<file path="src/design/sdt_cfg.svh">
// constants for the display frame timing generator
`ifndef SDT_CFG_SVH
`define SDT_CFG_SVH
`define SDT_ADDR_CTRL 12'h000
`define SDT_ADDR_CPP 12'h004
`define SDT_ADDR_HTOTAL 12'h008
`define SDT_ADDR_HSW 12'h00c
`define SDT_ADDR_HBLANK 12'h010
`define SDT_ADDR_HACT 12'h014
`define SDT_ADDR_VTOTAL 12'h018
`define SDT_ADDR_VSW 12'h01c
`define SDT_ADDR_VBLANK 12'h020
`define SDT_ADDR_VACT 12'h024
`define SDT_ADDR_STATUS 12'h028
`define SDT_ADDR_PIXEL 12'h02c
`define SDT_CTRL_EN_BIT 0
`define SDT_RST_CPP 4'h1
`define SDT_RST_HTOTAL 12'h020
`define SDT_RST_HSW 13'h0004
`define SDT_RST_HBLANK 12'h004
`define SDT_RST_HACT 12'h010
`define SDT_RST_VTOTAL 12'h010
`define SDT_RST_VSW 13'h0002
`define SDT_RST_VBLANK 12'h002
`define SDT_RST_VACT 12'h008
`define SDT_FIFO_DEPTH 16
`define SDT_PIX_W 24
`endif

</file>
<file path="src/design/sdt_pkg.sv">
// types for the display frame timing generator
package sdt_pkg;
	typedef enum logic [1:0] {
		SDT_IDLE,
		SDT_RUN
	} sdt_state_type;
endpackage

</file>
<file path="src/design/sdt_stream_if.sv">
// pixel stream carrier between write side and fifo
`timescale 1ns/1ps
interface sdt_stream_if;
	logic valid;
	logic ready;
	logic [23:0] data;
	modport src (output valid, output data, input ready);
	modport snk (input valid, input data, output ready);
endinterface

</file>
<file path="src/design/sdt_fifo.sv">
// parameterised fifo with valid/ready on both sides
`timescale 1ns/1ps
module sdt_fifo #(
	parameter int WIDTH = 24,
	parameter int DEPTH = 16
) (
	// clock and reset
	input wire logic pclk,
	input wire logic presetn,
	// fill side
	sdt_stream_if.snk wr,
	// drain side
	output logic rd_valid,
	output logic [WIDTH-1:0] rd_data,
	input wire logic rd_ready
);
	localparam int AW = $clog2(DEPTH);
	logic [WIDTH-1:0] mem [DEPTH];
	logic [AW-1:0] wp_q;
	logic [AW-1:0] rp_q;
	logic [AW:0] cnt_q;
	logic do_wr;
	logic do_rd;
	assign wr.ready = (cnt_q != (AW+1)'(DEPTH));
	assign rd_valid = (cnt_q != '0);
	assign do_wr = wr.valid && wr.ready;
	assign do_rd = rd_valid && rd_ready;
	assign rd_data = mem[rp_q];
	always_ff @(posedge pclk) begin
		if (do_wr)
			mem[wp_q] <= wr.data;
	end
	always_ff @(posedge pclk or negedge presetn) begin
		if (!presetn) begin
			wp_q <= '0;
			rp_q <= '0;
			cnt_q <= '0;
		end else begin
			if (do_wr)
				wp_q <= wp_q + 1'b1;
			if (do_rd)
				rp_q <= rp_q + 1'b1;
			if (do_wr && !do_rd)
				cnt_q <= cnt_q + 1'b1;
			else if (do_rd && !do_wr)
				cnt_q <= cnt_q - 1'b1;
		end
	end
endmodule // sdt_fifo

</file>
<file path="src/design/sdt_timing.sv">
// display frame timing generator with apb registers and pixel fifo
// Behaviour
// - each pixel spans clocks_per_pixel interface clocks
// - line counter counts line total incl blanking
// - line sync width in half-clock steps
// - leading_h_blank clocks before first active word
// - trailing blank fills rest of line
// - frame counts lines incl blanking
// - frame sync width in half-clock steps
// - leading_v_blank lines start each frame
// - trailing vertical blank fills rest of frame
//
// Our own choices: the APB slave port and the placing of the registers.
`timescale 1ns/1ps
`include "sdt_cfg.svh"
module sdt_timing (
	// clock and reset
	input wire logic pclk,
	input wire logic presetn,
	// apb slave
	input wire logic psel,
	input wire logic penable,
	input wire logic pwrite,
	input wire logic [11:0] paddr,
	input wire logic [31:0] pwdata,
	output logic [31:0] prdata,
	output logic pready,
	output logic pslverr,
	// display side
	output logic line_sync,
	output logic line_sync_half,
	output logic frame_sync,
	output logic frame_sync_half,
	output logic pix_valid,
	output logic [23:0] pix_data,
	output logic pix_comp_first
);
	sdt_stream_if fill ();
	sdt_pkg::sdt_state_type state_q;
	logic en_q;
	logic [3:0] cpp_q;
	logic [11:0] htot_q, hblk_q, hact_q, vtot_q, vblk_q, vact_q;
	logic [12:0] hsw_q, vsw_q;
	logic [3:0] comp_q;
	logic [11:0] hcnt_q, vcnt_q;
	logic [12:0] vsc_q;
	logic f_valid;
	logic [23:0] f_data;
	logic f_ready;
	logic wr_acc, rd_acc, in_h, in_v, active, line_end, frame_end;
	logic pix_wr_q;
	logic [23:0] pix_wd_q;
	logic [23:0] pix_q;
	logic valid_q, ls_q, lsh_q, fs_q, fsh_q, cf_q;
	logic [1:0] hs_line, hs_frame;

	// one function for the half-clock width comparison
	function automatic logic [1:0] half_sync(input logic [12:0] w,
		input logic [12:0] pos);
		logic [11:0] full;
		full = w[12:1];
		half_sync[0] = ({1'b0, pos[11:0]} < {1'b0, full});
		half_sync[1] = w[0] && (pos[11:0] == full);
	endfunction

	// both sync outputs share the half-clock decode
	assign hs_line = half_sync(hsw_q, {1'b0, hcnt_q});
	assign hs_frame = half_sync(vsw_q, vsc_q);

	assign wr_acc = psel && penable && pwrite;
	assign rd_acc = psel && !penable && !pwrite;
	assign pready = 1'b1;
	assign pslverr = 1'b0;

	always_ff @(posedge pclk or negedge presetn) begin
		if (!presetn) begin
			en_q <= 1'b0;
			cpp_q <= `SDT_RST_CPP;
			htot_q <= `SDT_RST_HTOTAL;
			hsw_q <= `SDT_RST_HSW;
			hblk_q <= `SDT_RST_HBLANK;
			hact_q <= `SDT_RST_HACT;
			vtot_q <= `SDT_RST_VTOTAL;
			vsw_q <= `SDT_RST_VSW;
			vblk_q <= `SDT_RST_VBLANK;
			vact_q <= `SDT_RST_VACT;
		end else if (wr_acc) begin
			case (paddr)
			`SDT_ADDR_CTRL: en_q <= pwdata[`SDT_CTRL_EN_BIT];
			`SDT_ADDR_CPP: cpp_q <= (pwdata[3:0] == 4'h0) ? 4'h1 : pwdata[3:0];
			`SDT_ADDR_HTOTAL: htot_q <= pwdata[11:0];
			`SDT_ADDR_HSW: hsw_q <= pwdata[12:0];
			`SDT_ADDR_HBLANK: hblk_q <= pwdata[11:0];
			`SDT_ADDR_HACT: hact_q <= pwdata[11:0];
			`SDT_ADDR_VTOTAL: vtot_q <= pwdata[11:0];
			`SDT_ADDR_VSW: vsw_q <= pwdata[12:0];
			`SDT_ADDR_VBLANK: vblk_q <= pwdata[11:0];
			`SDT_ADDR_VACT: vact_q <= pwdata[11:0];
			default: ;
			endcase
		end
	end

	// pixel words written by software enter the fifo
	always_ff @(posedge pclk or negedge presetn) begin
		if (!presetn) begin
			pix_wr_q <= 1'b0;
			pix_wd_q <= 24'h000000;
		end else begin
			if (wr_acc && paddr == `SDT_ADDR_PIXEL && !pix_wr_q) begin
				pix_wr_q <= 1'b1;
				pix_wd_q <= pwdata[23:0];
			end else if (fill.ready)
				pix_wr_q <= 1'b0;
		end
	end
	assign fill.valid = pix_wr_q;
	assign fill.data = pix_wd_q;

	always_ff @(posedge pclk or negedge presetn) begin
		if (!presetn)
			prdata <= 32'h00000000;
		else if (rd_acc) begin
			case (paddr)
			`SDT_ADDR_CTRL: prdata <= {31'h0, en_q};
			`SDT_ADDR_CPP: prdata <= {28'h0, cpp_q};
			`SDT_ADDR_HTOTAL: prdata <= {20'h0, htot_q};
			`SDT_ADDR_HSW: prdata <= {19'h0, hsw_q};
			`SDT_ADDR_HBLANK: prdata <= {20'h0, hblk_q};
			`SDT_ADDR_HACT: prdata <= {20'h0, hact_q};
			`SDT_ADDR_VTOTAL: prdata <= {20'h0, vtot_q};
			`SDT_ADDR_VSW: prdata <= {19'h0, vsw_q};
			`SDT_ADDR_VBLANK: prdata <= {20'h0, vblk_q};
			`SDT_ADDR_VACT: prdata <= {20'h0, vact_q};
			`SDT_ADDR_STATUS: prdata <= {2'h0, f_valid, !fill.ready,
				valid_q, fs_q, vcnt_q, 2'h0, hcnt_q};
			default: prdata <= 32'h00000000;
			endcase
		end
	end

	sdt_fifo #(.WIDTH(`SDT_PIX_W), .DEPTH(`SDT_FIFO_DEPTH)) u_fifo (
		.pclk(pclk),
		.presetn(presetn),
		.wr(fill),
		.rd_valid(f_valid),
		.rd_data(f_data),
		.rd_ready(f_ready)
	);

	assign line_end = (hcnt_q >= htot_q - 12'h001);
	assign frame_end = (vcnt_q >= vtot_q - 12'h001);
	assign in_h = (hcnt_q >= hblk_q) && (hcnt_q < hblk_q + hact_q);
	assign in_v = (vcnt_q >= vblk_q) && (vcnt_q < vblk_q + vact_q);
	assign active = (state_q == sdt_pkg::SDT_RUN) && in_h && in_v;
	// one fifo word per pixel, popped on its last component
	assign f_ready = active && (comp_q == cpp_q - 4'h1);

	always_ff @(posedge pclk or negedge presetn) begin
		if (!presetn)
			state_q <= sdt_pkg::SDT_IDLE;
		else begin
			case (state_q)
			sdt_pkg::SDT_IDLE:
				if (en_q)
					state_q <= sdt_pkg::SDT_RUN;
			sdt_pkg::SDT_RUN:
				if (!en_q && line_end && frame_end)
					state_q <= sdt_pkg::SDT_IDLE;
			default: state_q <= sdt_pkg::SDT_IDLE;
			endcase
		end
	end

	// line counter wraps at the line total, blanking included
	always_ff @(posedge pclk or negedge presetn) begin
		if (!presetn) begin
			hcnt_q <= 12'h000;
			vcnt_q <= 12'h000;
		end else if (state_q != sdt_pkg::SDT_RUN) begin
			hcnt_q <= 12'h000;
			vcnt_q <= 12'h000;
		end else if (line_end) begin
			hcnt_q <= 12'h000;
			vcnt_q <= frame_end ? 12'h000 : vcnt_q + 12'h001;
		end else
			hcnt_q <= hcnt_q + 12'h001;
	end

	// component counter inside a pixel period
	always_ff @(posedge pclk or negedge presetn) begin
		if (!presetn)
			comp_q <= 4'h0;
		else if (!active || comp_q >= cpp_q - 4'h1)
			comp_q <= 4'h0;
		else
			comp_q <= comp_q + 4'h1;
	end

	// frame sync position counted in clocks from frame start
	always_ff @(posedge pclk or negedge presetn) begin
		if (!presetn)
			vsc_q <= 13'h0000;
		else if (state_q != sdt_pkg::SDT_RUN || (line_end && frame_end))
			vsc_q <= 13'h0000;
		else if (vsc_q != 13'h1fff)
			vsc_q <= vsc_q + 13'h0001;
	end

	// registered outputs; half flag extends the pulse half a clock
	always_ff @(posedge pclk or negedge presetn) begin
		if (!presetn) begin
			ls_q <= 1'b0;
			lsh_q <= 1'b0;
			fs_q <= 1'b0;
			fsh_q <= 1'b0;
			valid_q <= 1'b0;
			pix_q <= 24'h000000;
			cf_q <= 1'b0;
		end else begin
			ls_q <= (state_q == sdt_pkg::SDT_RUN) &&
				hs_line[0];
			lsh_q <= (state_q == sdt_pkg::SDT_RUN) &&
				hs_line[1];
			fs_q <= (state_q == sdt_pkg::SDT_RUN) && (vsc_q[12] == 1'b0) &&
				hs_frame[0];
			fsh_q <= (state_q == sdt_pkg::SDT_RUN) && (vsc_q[12] == 1'b0) &&
				hs_frame[1];
			valid_q <= active;
			pix_q <= active && f_valid ? f_data : 24'h000000;
			cf_q <= active && (comp_q == 4'h0);
		end
	end

	assign line_sync = ls_q;
	assign line_sync_half = lsh_q;
	assign frame_sync = fs_q;
	assign frame_sync_half = fsh_q;
	assign pix_valid = valid_q;
	assign pix_data = pix_q;
	assign pix_comp_first = cf_q;

	a_valid_region: assert property (@(posedge pclk) disable iff (!presetn)
		pix_valid |-> $past(in_h) && $past(in_v))
		else $error("data valid outside active region");
	a_line_wrap: assert property (@(posedge pclk) disable iff (!presetn)
		(state_q == sdt_pkg::SDT_RUN && line_end) |=> hcnt_q == 12'h000)
		else $error("line counter did not wrap");
	a_lead_hblank: assert property (@(posedge pclk) disable iff (!presetn)
		(hcnt_q < hblk_q) |=> !pix_valid)
		else $error("active data in leading blank");
	a_trail_hblank: assert property (@(posedge pclk) disable iff (!presetn)
		(hcnt_q >= hblk_q + hact_q) |=> !pix_valid)
		else $error("active data in trailing blank");
	a_frame_wrap: assert property (@(posedge pclk) disable iff (!presetn)
		(state_q == sdt_pkg::SDT_RUN && line_end && frame_end)
		|=> vcnt_q == 12'h000)
		else $error("frame counter did not wrap");
	a_lead_vblank: assert property (@(posedge pclk) disable iff (!presetn)
		(vcnt_q < vblk_q) |=> !pix_valid)
		else $error("active data in leading vertical blank");
	a_trail_vblank: assert property (@(posedge pclk) disable iff (!presetn)
		(vcnt_q >= vblk_q + vact_q) |=> !pix_valid)
		else $error("active data in trailing vertical blank");
	a_comp_bound: assert property (@(posedge pclk) disable iff (!presetn)
		comp_q < cpp_q || comp_q == 4'h0)
		else $error("component count past pixel");
	a_line_sync: assert property (@(posedge pclk) disable iff (!presetn)
		(state_q == sdt_pkg::SDT_RUN && hcnt_q == 12'h000 && hsw_q > 13'h0001)
		|=> line_sync)
		else $error("line sync missing at line start");
	a_frame_sync: assert property (@(posedge pclk) disable iff (!presetn)
		$rose(frame_sync) |-> $past(vsc_q) == 13'h0000)
		else $error("frame sync not at frame start");
	// display output checks and the stop check on state_q
	a_half_line: assert property (@(posedge pclk) disable iff (!presetn)
		(state_q == sdt_pkg::SDT_RUN && hsw_q[0] && hcnt_q == hsw_q[12:1])
		|=> line_sync_half)
		else $error("line sync half step missing");
	a_half_frame: assert property (@(posedge pclk) disable iff (!presetn)
		(state_q == sdt_pkg::SDT_RUN && vsw_q[0] &&
		vsc_q == {1'b0, vsw_q[12:1]}) |=> frame_sync_half)
		else $error("frame sync half step missing");
	a_half_excl: assert property (@(posedge pclk) disable iff (!presetn)
		!(line_sync && line_sync_half))
		else $error("line sync and half step overlap");
	a_pix_idle: assert property (@(posedge pclk) disable iff (!presetn)
		!pix_valid |-> pix_data == 24'h000000)
		else $error("pixel data outside active region");
	a_comp_first: assert property (@(posedge pclk) disable iff (!presetn)
		pix_comp_first |-> pix_valid)
		else $error("component marker outside active region");
	a_sync_idle: assert property (@(posedge pclk) disable iff (!presetn)
		(state_q != sdt_pkg::SDT_RUN) |=> !line_sync && !frame_sync)
		else $error("sync pulse while stopped");
	a_run_stop: assert property (@(posedge pclk) disable iff (!presetn)
		(state_q == sdt_pkg::SDT_RUN && !en_q && line_end && frame_end)
		|=> state_q == sdt_pkg::SDT_IDLE)
		else $error("generator did not stop at frame end");
	c_run: cover property (@(posedge pclk) $rose(state_q == sdt_pkg::SDT_RUN));
	c_pixel: cover property (@(posedge pclk) pix_valid && pix_data != 24'h0);
	c_frame: cover property (@(posedge pclk) $rose(frame_sync));
	c_half: cover property (@(posedge pclk) line_sync_half);
	c_fhalf: cover property (@(posedge pclk) frame_sync_half);
endmodule // sdt_timing

</file>
<file path="config.mk">
export PLATFORM = sky130hd
export DESIGN_NAME = sdt_timing
export DESIGN_NICKNAME = d
export VERILOG_FILES = /design/src/design/sdt_pkg.sv /design/src/design/sdt_stream_if.sv /design/src/design/sdt_fifo.sv /design/src/design/sdt_timing.sv
export VERILOG_INCLUDE_DIRS = /design/src /design/src/design
export SDC_FILE = /design/constraint.sdc
export NUM_CORES = 1
export LEC_CHECK = 0
export BUFFER_PORTS_ARGS = -buffer_cell sky130_fd_sc_hd__buf_2
export CAP_MARGIN = 20
export CORE_MARGIN = 2
export CORE_UTILIZATION = 65
export CTS_CLUSTER_SIZE = 25
export DETAILED_ROUTE_END_ITERATION = 10
export PLACE_DENSITY = 0.83
export SLEW_MARGIN = 20
export SYNTH_ARGS = -nofsm -noshare
export SYNTH_HDL_FRONTEND = slang
export SYNTH_SLANG_ARGS = --single-unit
</file>
<file path="constraint.sdc">
create_clock -name pclk -period 9.8 [get_ports pclk]
set_input_delay 1.47 -clock pclk [delete_from_list [all_inputs] [get_ports pclk]]
set_output_delay 1.47 -clock pclk [all_outputs]
set_load 0.02 [all_outputs]
</file>
==> results by group, run 1 <==
Logic synthesis
  • Main synth FF type: edfxtp_1
  • Syn avg cell area: 14.8 sq um
  • Sequential area share after synthesis: 61.3%
  • Netlist cell types: 81
  • Synth area leader: edfxtp_1
  • Top cell type's share of synthesized area: 40.2%
  • Yosys Warn Count: 0
  • Seq cells post-synth: 626
  • Gate Count Post-Synth: 1935
  • Cell Area, Synth: 28700 sq um
  • Synth area leaders: edfxtp_1 40%, dfrtp_1 20%, mux4_2 9.7%
  • Ys async rst share: 38.7%
  • Post-synth EDFFs: 384

Timing
  • Least-Margin Pin Slew: 1.15 ns
  • Final hold vios: 0
  • Min cycle time layout: 5.84 ns
  • RSZ-0062 raised after global routing: false
  • Slew Viols, Final: 0
  • Final setup fails: 0
  • Clock skew: 0.0244 ns
  • Highest Clock Rate: 171 MHz
  • Setup_tns: 0 ns
  • Period utilisation layout: 59.6%
  • Slew HR: 23.1%

CTS
  • Worst-path clk slew: 0.06 ns
  • TritonCTS sink count: 626
  • Setup bufs post-CTS: 0
  • CTS resizes: 0
  • Worst skew pair latency: 0.65 ns
  • Clock buffers created by TritonCTS: 61
  • Clk root buf: clkbuf_16
  • CTS Buffer Depth: 3
  • H-tree levels: 2
  • Hold buffers post-CTS: 0
  • CTS tree: done

Place
  • Global placer's final weighted congestion: 0.947
  • HPWL Detailed: 48.0 mm
  • Port bufs: 99

Power
  • Power Dens Cells: 176 nW/um^2
  • Maximum VDD drop: 0.000168 V
  • Pleak: 13.7 nW
  • Power Total: 0.00562 W

Floorplanning
  • Core area: 43400 sq um
  • Starting Density: 66.2%
  • Die ar.: 45800 sq um
  • Ports: 113
  • Die X: 214 microns
  • Die height: 214 microns
  • Rows: 76

Worst setup path
  • Worst Path Required: 10.33 ns
  • Critical path class: reg -> reg
  • R2R cell count: 24
  • Startpoint types: flop
  • Worst R2R End: u_fifo.cnt_q[4]
  • R2R Setup Slk: 3.96 ns
  • Reg2Reg Launch Point: hblk_q[0]
  • Arrival @ worst endpoint: 6.38 ns
  • Max FO, Critical Path: 8
  • Worst Setup End Kind: flop

Global route
  • First-pass GRT wire length: 119 mm
  • Initial antenna violation count: 0
  • Vias in the first global route: 18421
  • Tot GR Track Use: 35.3%
  • Largest net degree at the start of global routing: 146
  • GRT Residual Overflow: 0

Worst hold path
  • Worst hold stages: 2
  • Hold WC Path Type: reg -> reg
  • Hold Crit Start: prdata[17]
  • Hold Crit Endpoint: prdata[17]

Routing
  • Vias: 18025
  • Drt drc: 0
  • Post-DRT Antenna Nets: 0
  • Via density: 6.74
  • DRT Pass-1 Iters: 5
  • WL/cell: 29.8 microns
  • Starting DRC count in detailed routing: 1998
  • Final Routed Wirelength: 79.7 mm

Finish
  • Most frequent cells in the layout: 384 x edfxtp_1, 230 x dfrtp_1, 137 x ha_1, 124 x nand2_1, 124 x mux4_2
  • Share of layout cells above drive strength 1: 23.4%
  • Area Overhead vs Synth: 11.0%
  • Most common cell after layout, fill and taps aside: edfxtp_1
  • ANT cells: 0
  • Layout filler cell count: 2581
  • Fin nets: 2228
  • Post-layout util: 73.5%

Status
  • Status: finished clean

Job
  • Max-Cap Viols: 0
[sequential cells by signal, indices dropped and copies added, names as in the netlist, 5 cells and up]
register / flops
u_fifo.mem: 384
prdata: 29
fill.data: 24
pix_data: 24
hsw_q: 13
vsc_q: 13
vsw_q: 13
hact_q: 12
hblk_q: 12
hcnt_q: 12
htot_q: 12
vact_q: 12
vblk_q: 12
vcnt_q: 12
vtot_q: 12
u_fifo.cnt_q: 5
[kinds of logic (layout without fill, tap and decap cells)]
kind of cell,after synthesis,in the layout,share of synthesized area [%]
multiplexers,231,231,14.2
buffers and inverters,172,324,2.59
flip-flops,626,626,61.3
other,2,5,0.0262
XOR/XNOR,73,73,2.23
AO/OA/AOI/OAI,266,266,6.04
AND/OR/NAND/NOR,425,425,7.42
adder cells (fa/ha/maj),140,140,6.18
[per-layer routing]
layer / wire length, microns / up-vias / share of wire (%) / global-route usage [%]
met1: 28600 / 9133 / 36 / 44.2
met2: 40200 / 1097 / 50 / 60.2
li1: - / 7530 / - / -
met5: 0 / - / 0 / 0
met3: 6270 / 265 / 7.9 / 5.86
met4: 4690 / 0 / 5.9 / 17.9
[cell type report]
| class | instances | area, sq um | share of cell area (%) |
|---|---|---|---|
| flip-flops and latches | 626 | 17600 | 55.3 |
| clock buffers | 77 | 1660 | 5.21 |
| repair buffers | 129 | 743 | 2.33 |
| multi-input cells | 1140 | 10400 | 32.7 |
| inverters | 81 | 304 | 0.954 |
| clock inverters | 37 | 388 | 1.22 |
| well taps | 585 | 732 | 2.30 |
[worst max-delay path by stage]
stage	from	to	cells after the start
6_report	hblk_q[0]	u_fifo.cnt_q[4]	24
5_1_grt	vblk_q[0]	u_fifo.cnt_q[4]	25
4_1_cts	vblk_q[0]	u_fifo.cnt_q[4]	25
3_5_place_dp	vblk_q[1]	u_fifo.cnt_q[4]	24
3_3_place_gp	hblk_q[0]	u_fifo.cnt_q[4]	24
2_1_floorplan	vblk_q[1]	u_fifo.cnt_q[4]	24
[worst max-delay path, cell delays in order (launching register included)]
cell,delay [ns]
dfrtp_1,0.41
ha_1,0.24
fa_1,0.41
a21o_1,0.18
a21oi_1,0.23
o21bai_1,0.14
a2111o_1,0.44
a31o_2,0.25
a21oi_1,0.17
xor2_1,0.19
ha_1,0.26
a21o_1,0.19
a211oi_1,0.25
nor2_1,0.19
nor4b_4,0.50
and2_1,0.27
inv_1,0.06
ha_1,0.22
inv_1,0.14
ha_1,0.29
a21o_1,0.19
a21oi_1,0.18
xnor2_1,0.14
nor2_1,0.06
xor2_1,0.14
[per-stage QoR]
step,instance area [sq um],worst slack (ns),hold WS [ns],std cells
floorplan,28700,4.62,0.449,1938
global placement,29800,4.10,0.460,2561
detailed placement,29800,4.04,0.467,2561
CTS,31900,3.99,0.485,2675
global route,31900,3.53,0.508,2675
finish,31900,3.96,0.483,2675
[synth_stat cells (4+ instances only)]
cell type    n
a211o_1      5
clkbuf_1    49
nor4_1      10
xor2_1      31
nor2b_1     36
mux2_2      67
a22o_1      11
and3_1      13
mux2_4      25
and2_1       9
ha_1       137
nand4_1     16
a21oi_1     39
nor3_1      33
o22ai_1      4
nand2_1    124
dfrtp_1    233
a31oi_1     18
mux4_2     124
o21a_1       6
xnor2_1     42
nand2b_1    17
buf_4        8
o2bb2ai_1    8
edfxtp_1   384
nand3_1     31
a21o_1      22
dfstp_2      9
nor2_1      99
a221oi_1     6
buf_6        5
inv_1       81
buf_2       22
o21ai_0     96
a222oi_1     4
a22oi_1     14
mux2i_1     14
buf_1        6
a211oi_1     7
or3_1        7
[where the power goes]
part / switching [W] / internal (W)
sequential: 0.0000523 / 0.00280
combinational: 0.000238 / 0.000121
clock: 0.00105 / 0.00136
total: 0.00134 / 0.00429
Note: power is estimated with default switching activity, not from simulation.
==> run 2, diff against run 1 <==
CORE_UTILIZATION = 62   (was 65)
PLACE_DENSITY = 0.8   (was 0.83)
clock period = 5.4 ns   (was 9.8 ns; I/O delays follow)
==> results by group, run 2 (synthesis gave the netlist of run 1 again) <==
Status
  • Status: finished clean

Routing
  • Final Routed Wirelength: 75.9 mm
  • Post-DRT Antenna Nets: 0
  • Drt drc: 0
  • DRT Pass-1 Iters: 6
  • WL/cell: 28.1 microns
  • Via density: 6.64
  • Starting DRC count in detailed routing: 1854
  • Vias: 17932

Timing
  • Final worst slack: 0.173 ns
  • Highest Clock Rate: 191 MHz
  • Slew HR: 30.9%
  • Slew Viols, Final: 0
  • Least-Margin Pin Slew: 1.04 ns
  • Final setup fails: 0
  • Period utilisation layout: 96.8%
  • Clock skew: 0.0192 ns
  • Final hold vios: 0
  • Hold slack final: 0.151 ns
  • Min cycle time layout: 5.23 ns

Power
  • Power Dens Cells: 322 nW/um^2
  • Switching power: 0.00246 W
  • Combinational share of power: 6.7%
  • Clk pwr share: 43.1%
  • Pleak: 13.8 nW
  • Cell Int Power: 0.00785 W
  • Maximum VDD drop: 0.000325 V
  • Power Total: 0.0103 W
  • Seq pwr share: 50.2%
  • Switching Fraction: 23.8%

Global route
  • Tot GR Track Use: 32.9%
  • First-pass GRT wire length: 115 mm
  • GRT Residual Overflow: 0
  • Initial antenna violation count: 1
  • Vias in the first global route: 18600
  • Largest net degree at the start of global routing: 104

Worst setup path
  • Reg2Reg Launch Point: hblk_q[0]
  • Worst path most repeated cell: ha_1
  • Top delay family on crit path: compound AO/OA/AOI/OAI gates
  • Startpoint types: flop
  • Bufs and invs on worst path: 2
  • Critical path class: reg -> reg
  • Critical-path cell list: ha_1 -> fa_1 -> a21o_1 -> a21oi_2 -> o21bai_1 -> a2111o_1 -> a31o_2 -> a21oi_1 -> xor2_1 -> ha_1 -> a21o_1 -> a211oi_2 -> nor2_2 -> nor4b_4 -> and2_4 -> inv_1 -> ha_1 -> inv_1 -> ha_1 -> a21o_1 -> a21oi_2 -> xnor2_1 -> nor2_1 -> xor2_1
  • Max FO, Critical Path: 4
  • R2R Setup Slk: 0.17 ns
  • Critical Path End: u_fifo.cnt_q[4]
  • Arrival @ worst endpoint: 5.74 ns
  • Start point of the critical path: hblk_q[0]
  • CP max stage cell: a2111o_1
  • Worst R2R End: u_fifo.cnt_q[4]
  • Crit. path cell count: 24
  • Worst Setup End Kind: flop
  • R2R cell count: 24
  • CP max stage delay: 0.44 ns
  • Worst Path Required: 5.91 ns

Finish
  • Share of layout cells above drive strength 1: 24.5%
  • Most frequent cells in the layout: 384 x edfxtp_1, 230 x dfrtp_1, 137 x ha_1, 124 x nand2_1, 124 x mux4_2
  • Largest register FFs: 384
  • Area Overhead vs Synth: 11.6%
  • Fin nets: 2236
  • Most common cell after layout, fill and taps aside: edfxtp_1
  • Largest registers: u_fifo.mem x384, prdata x29
  • Final cell count without fillers: 2700
  • ANT cells: 0
  • Post-layout util: 70.3%
  • Biggest register: u_fifo.mem

CTS
  • Worst-path clk slew: 0.07 ns
  • CTS tree: done
  • H-tree levels: 2
  • Clk root buf: clkbuf_16
  • TritonCTS sink count: 626
  • Clock buffers created by TritonCTS: 61
  • CTS Buffer Depth: 3
  • Worst skew pair latency: 0.64 ns

Place
  • Dpl ws: 0.0757 ns
  • Placed insts: 2583
  • HPWL Detailed: 46.4 mm
  • Global placer's final weighted congestion: 0.962
  • Port bufs: 99

Job
  • Max-Cap Viols: 0

Floorplanning
  • Core area: 45600 sq um
  • Die X: 219 microns
  • Die ar.: 48000 sq um
  • Die height: 219 microns
  • Ports: 113
  • Rows: 78
  • Starting Density: 63.0%

Worst hold path
  • Hold WC Path Type: in -> async
## run 2: changes by cell type in the layout (fill, tap and decap cells not counted), sizes merged
cell | previous run | this run
inv | 82 | 87
clkinv | 27 | 28
buf | 129 | 137
clkinvlp | 3 | 4
bufinv | 6 | 7
clkbuf | 77 | 71
## run 2: layout make-up
cell class              count  area (sq um)
flip-flops and latches    626         17600
fillers                  2891         13500
multi-input cells        1140         10500
clock buffers              71          1640
repair buffers            137           816
well taps                 600           751
clock inverters            45           462
inverters                  81           304
## run 2: metrics by stage
step,TNS (ns),instance area [sq um]
2_1_floorplan,0,28700
3_3_place_gp,0,29900
3_5_place_dp,0,29900
4_1_cts,0,32000
5_1_grt,-0.0902,32000
6_report,0,32000
## run 2: metal layers
| layer | GRT usage, % | wire (microns) | up-vias |
|---|---|---|---|
| li1 | - | - | 7561 |
| met2 | 56.2 | 38000 | 944 |
| met1 | 41.2 | 28100 | 9152 |
| met4 | 16.8 | 4580 | 2 |
| met3 | 4.98 | 5170 | 273 |
| met5 | 0 | 13 | - |
## run 2: power groups by stage
stage | Clock, W | Sequential [W] | Combinational, W
6_report | 0.00444 | 0.00517 | 0.000694
4_1_cts | 0.00449 | 0.00518 | 0.000681
3_5_place_dp | 0 | 0.00527 | 0.000677
3_3_place_gp | 0 | 0.00527 | 0.000649
2_1_floorplan | 0 | 0.00524 | 0.000439
5_1_grt | 0.00467 | 0.00518 | 0.000765
## run 2: how the worst min path moves through the flow
stage,startpoint,endpoint,depth (start not counted)
5_1_grt,presetn,fill.data[17],1
3_5_place_dp,prdata[9],prdata[9],1
3_3_place_gp,prdata[8],prdata[8],2
2_1_floorplan,en_q,state_q[0],1
4_1_cts,presetn,fill.data[15],1
6_report,presetn,fill.data[15],1
## run 2: what timing repair did
item                                    CTS  global route
endpoints found under the setup margin    0             3
hold buffers                              0             0
gates resized for setup                   0            11
setup buffers                             0             1
==> run 3, diff against run 2 <==
CORE_ASPECT_RATIO = 1.25   (was default)
CORE_MARGIN = 4   (was 2)
clock period = 5.9 ns   (was 5.4 ns; I/O delays follow)
==> results by group, run 3 (synthesis gave the netlist of run 1 again) <==
Place
  • HPWL Detailed: 47.0 mm
  • Global placer's final weighted congestion: 0.925
  • Port bufs: 99

CTS
  • CTS Buffer Depth: 3
  • CTS resizes: 0
  • Clock buffers created by TritonCTS: 58
  • H-tree levels: 2
  • Worst skew pair latency: 0.64 ns
  • Clk root buf: clkbuf_16
  • TritonCTS sink count: 626
  • Hold buffers post-CTS: 0
  • CTS tree: done
  • Worst-path clk slew: 0.07 ns
  • Setup bufs post-CTS: 0

Worst setup path
  • Top delay family on crit path: compound AO/OA/AOI/OAI gates
  • Worst Path Required: 6.41 ns
  • Max FO, Critical Path: 4
  • Critical path class: reg -> reg
  • Worst R2R End: u_fifo.cnt_q[4]
  • Reg2Reg Launch Point: vblk_q[1]
  • R2R cell count: 24
  • R2R Setup Slk: 0.38 ns
  • CP max stage delay: 0.59 ns
  • Startpoint types: flop
  • Bufs and invs on worst path: 3
  • CP max stage cell: dfstp_2
  • Arrival @ worst endpoint: 6.03 ns
  • Worst Setup End Kind: flop
  • Critical-path cell list: inv_1 -> fa_1 -> nor2b_1 -> o21ai_0 -> a21boi_0 -> o21ai_0 -> a211o_1 -> o311a_1 -> ha_1 -> a21o_1 -> a2111oi_4 -> o21a_1 -> a31oi_1 -> nor4b_4 -> and2_1 -> inv_1 -> ha_1 -> inv_1 -> ha_1 -> a21o_1 -> a21oi_1 -> xnor2_1 -> nor2_1 -> xor2_1

Power
  • Seq pwr share: 52.0%
  • Power Total: 0.00915 W
  • Pleak: 13.7 nW
  • Combinational share of power: 6.7%
  • Switching power: 0.00218 W
  • Power Dens Cells: 288 nW/um^2
  • Maximum VDD drop: 0.000236 V
  • Switching Fraction: 23.8%
  • Clk pwr share: 41.4%
  • Cell Int Power: 0.00697 W

Routing
  • Vias: 17397
  • Met3 wire len: 4.81 mm
  • Met2 WL: 38.3 mm
  • Post-DRT Antenna Nets: 0
  • Top Metal Used: met4
  • Metal-1 WL: 26.4 mm
  • WL/cell: 27.7 microns
  • Final Routed Wirelength: 73.9 mm
  • Starting DRC count in detailed routing: 1575
  • Drt drc: 0
  • DRT Pass-1 Iters: 5
  • Via density: 6.52

Finish
  • Largest register FFs: 384
  • Largest registers: u_fifo.mem x384, prdata x29
  • Area Overhead vs Synth: 10.8%
  • Layout filler cell count: 2971
  • Most frequent cells in the layout: 384 x edfxtp_1, 230 x dfrtp_1, 137 x ha_1, 124 x mux4_2, 123 x nand2_1
  • Fin nets: 2229
  • Most common cell after layout, fill and taps aside: edfxtp_1
  • Biggest register: u_fifo.mem
  • ANT cells: 0
  • Share of layout cells above drive strength 1: 23.8%

Timing
  • Min cycle time layout: 5.52 ns
  • Clock skew: 0.0205 ns
  • Least-Margin Pin Slew: 1.11 ns
  • Final setup fails: 0
  • RSZ-0062 raised after global routing: false
  • Final hold vios: 0
  • Highest Clock Rate: 181 MHz
  • Period utilisation layout: 93.5%
  • Slew HR: 25.9%
  • Slew Viols, Final: 0
  • Setup_tns: 0 ns

Global route
  • Tot GR Track Use: 29.9%
  • First-pass GRT wire length: 113 mm
  • Largest net degree at the start of global routing: 127
  • GRT Residual Overflow: 0
  • Vias in the first global route: 18096
  • Initial antenna violation count: 0

Floorplanning
  • Ports: 113
  • Die X: 200 microns
  • Die ar.: 49800 sq um
  • Die height: 249 microns
  • Core area: 45500 sq um
  • Rows: 87
  • Starting Density: 63.1%

Worst hold path
  • Hold WC Path Type: in -> async

Job
  • Max-Cap Viols: 0

Status
  • Status: finished clean
-- run 3: per-stage QoR --
step	util [%]	setup slack [ns]	std cells	cell area [sq um]	hold slack, ns
2_1_floorplan	-	0.718	1938	28700	0.449
3_3_place_gp	65.6	0.502	2558	29800	0.462
3_5_place_dp	65.6	0.424	2558	29800	0.471
4_1_cts	69.8	0.403	2667	31800	0.367
5_1_grt	69.9	0.0137	2667	31800	0.406
6_report	69.9	0.381	2667	31800	0.327
-- run 3: how the worst max path moves through the flow --
stage               from         endpoint  cells after the start  slack (ns)
2_1_floorplan  vblk_q[1]  u_fifo.cnt_q[4]                     24        0.72
3_3_place_gp   vblk_q[1]  u_fifo.cnt_q[4]                     24        0.50
3_5_place_dp   vblk_q[1]  u_fifo.cnt_q[4]                     24        0.42
4_1_cts        vblk_q[1]  u_fifo.cnt_q[4]                     24        0.40
5_1_grt        vblk_q[1]  u_fifo.cnt_q[4]                     24        0.01
6_report       vblk_q[1]  u_fifo.cnt_q[4]                     24        0.38
-- run 3: area by class of cell --
type	instances	area (sq um)	area share [%]
Sequential cell	626	17600	55.4
Multi-Input combinational cell	1140	10400	32.9
Clock buffer	79	1600	5.03
Timing Repair Buffer	133	773	2.43
Tap cell	578	723	2.27
Clock inverter	30	342	1.07
Inverter	81	304	0.956
-- run 3: power groups by stage --
stage / logic (W) / clock network [W] / registers (W)
2_1_floorplan: 0.000401 / 0 / 0.00480
3_3_place_gp: 0.000575 / 0 / 0.00484
3_5_place_dp: 0.000597 / 0 / 0.00484
4_1_cts: 0.000603 / 0.00384 / 0.00475
5_1_grt: 0.000679 / 0.00406 / 0.00475
6_report: 0.000609 / 0.00379 / 0.00475
-- run 3: per-layer routing --
metal | vias to the layer above | GRT usage [%]
met2 | 830 | 52.0
met4 | 0 | 14.8
met5 | - | 0
met1 | 8829 | 36.6
li1 | 7525 | -
met3 | 213 | 4.87
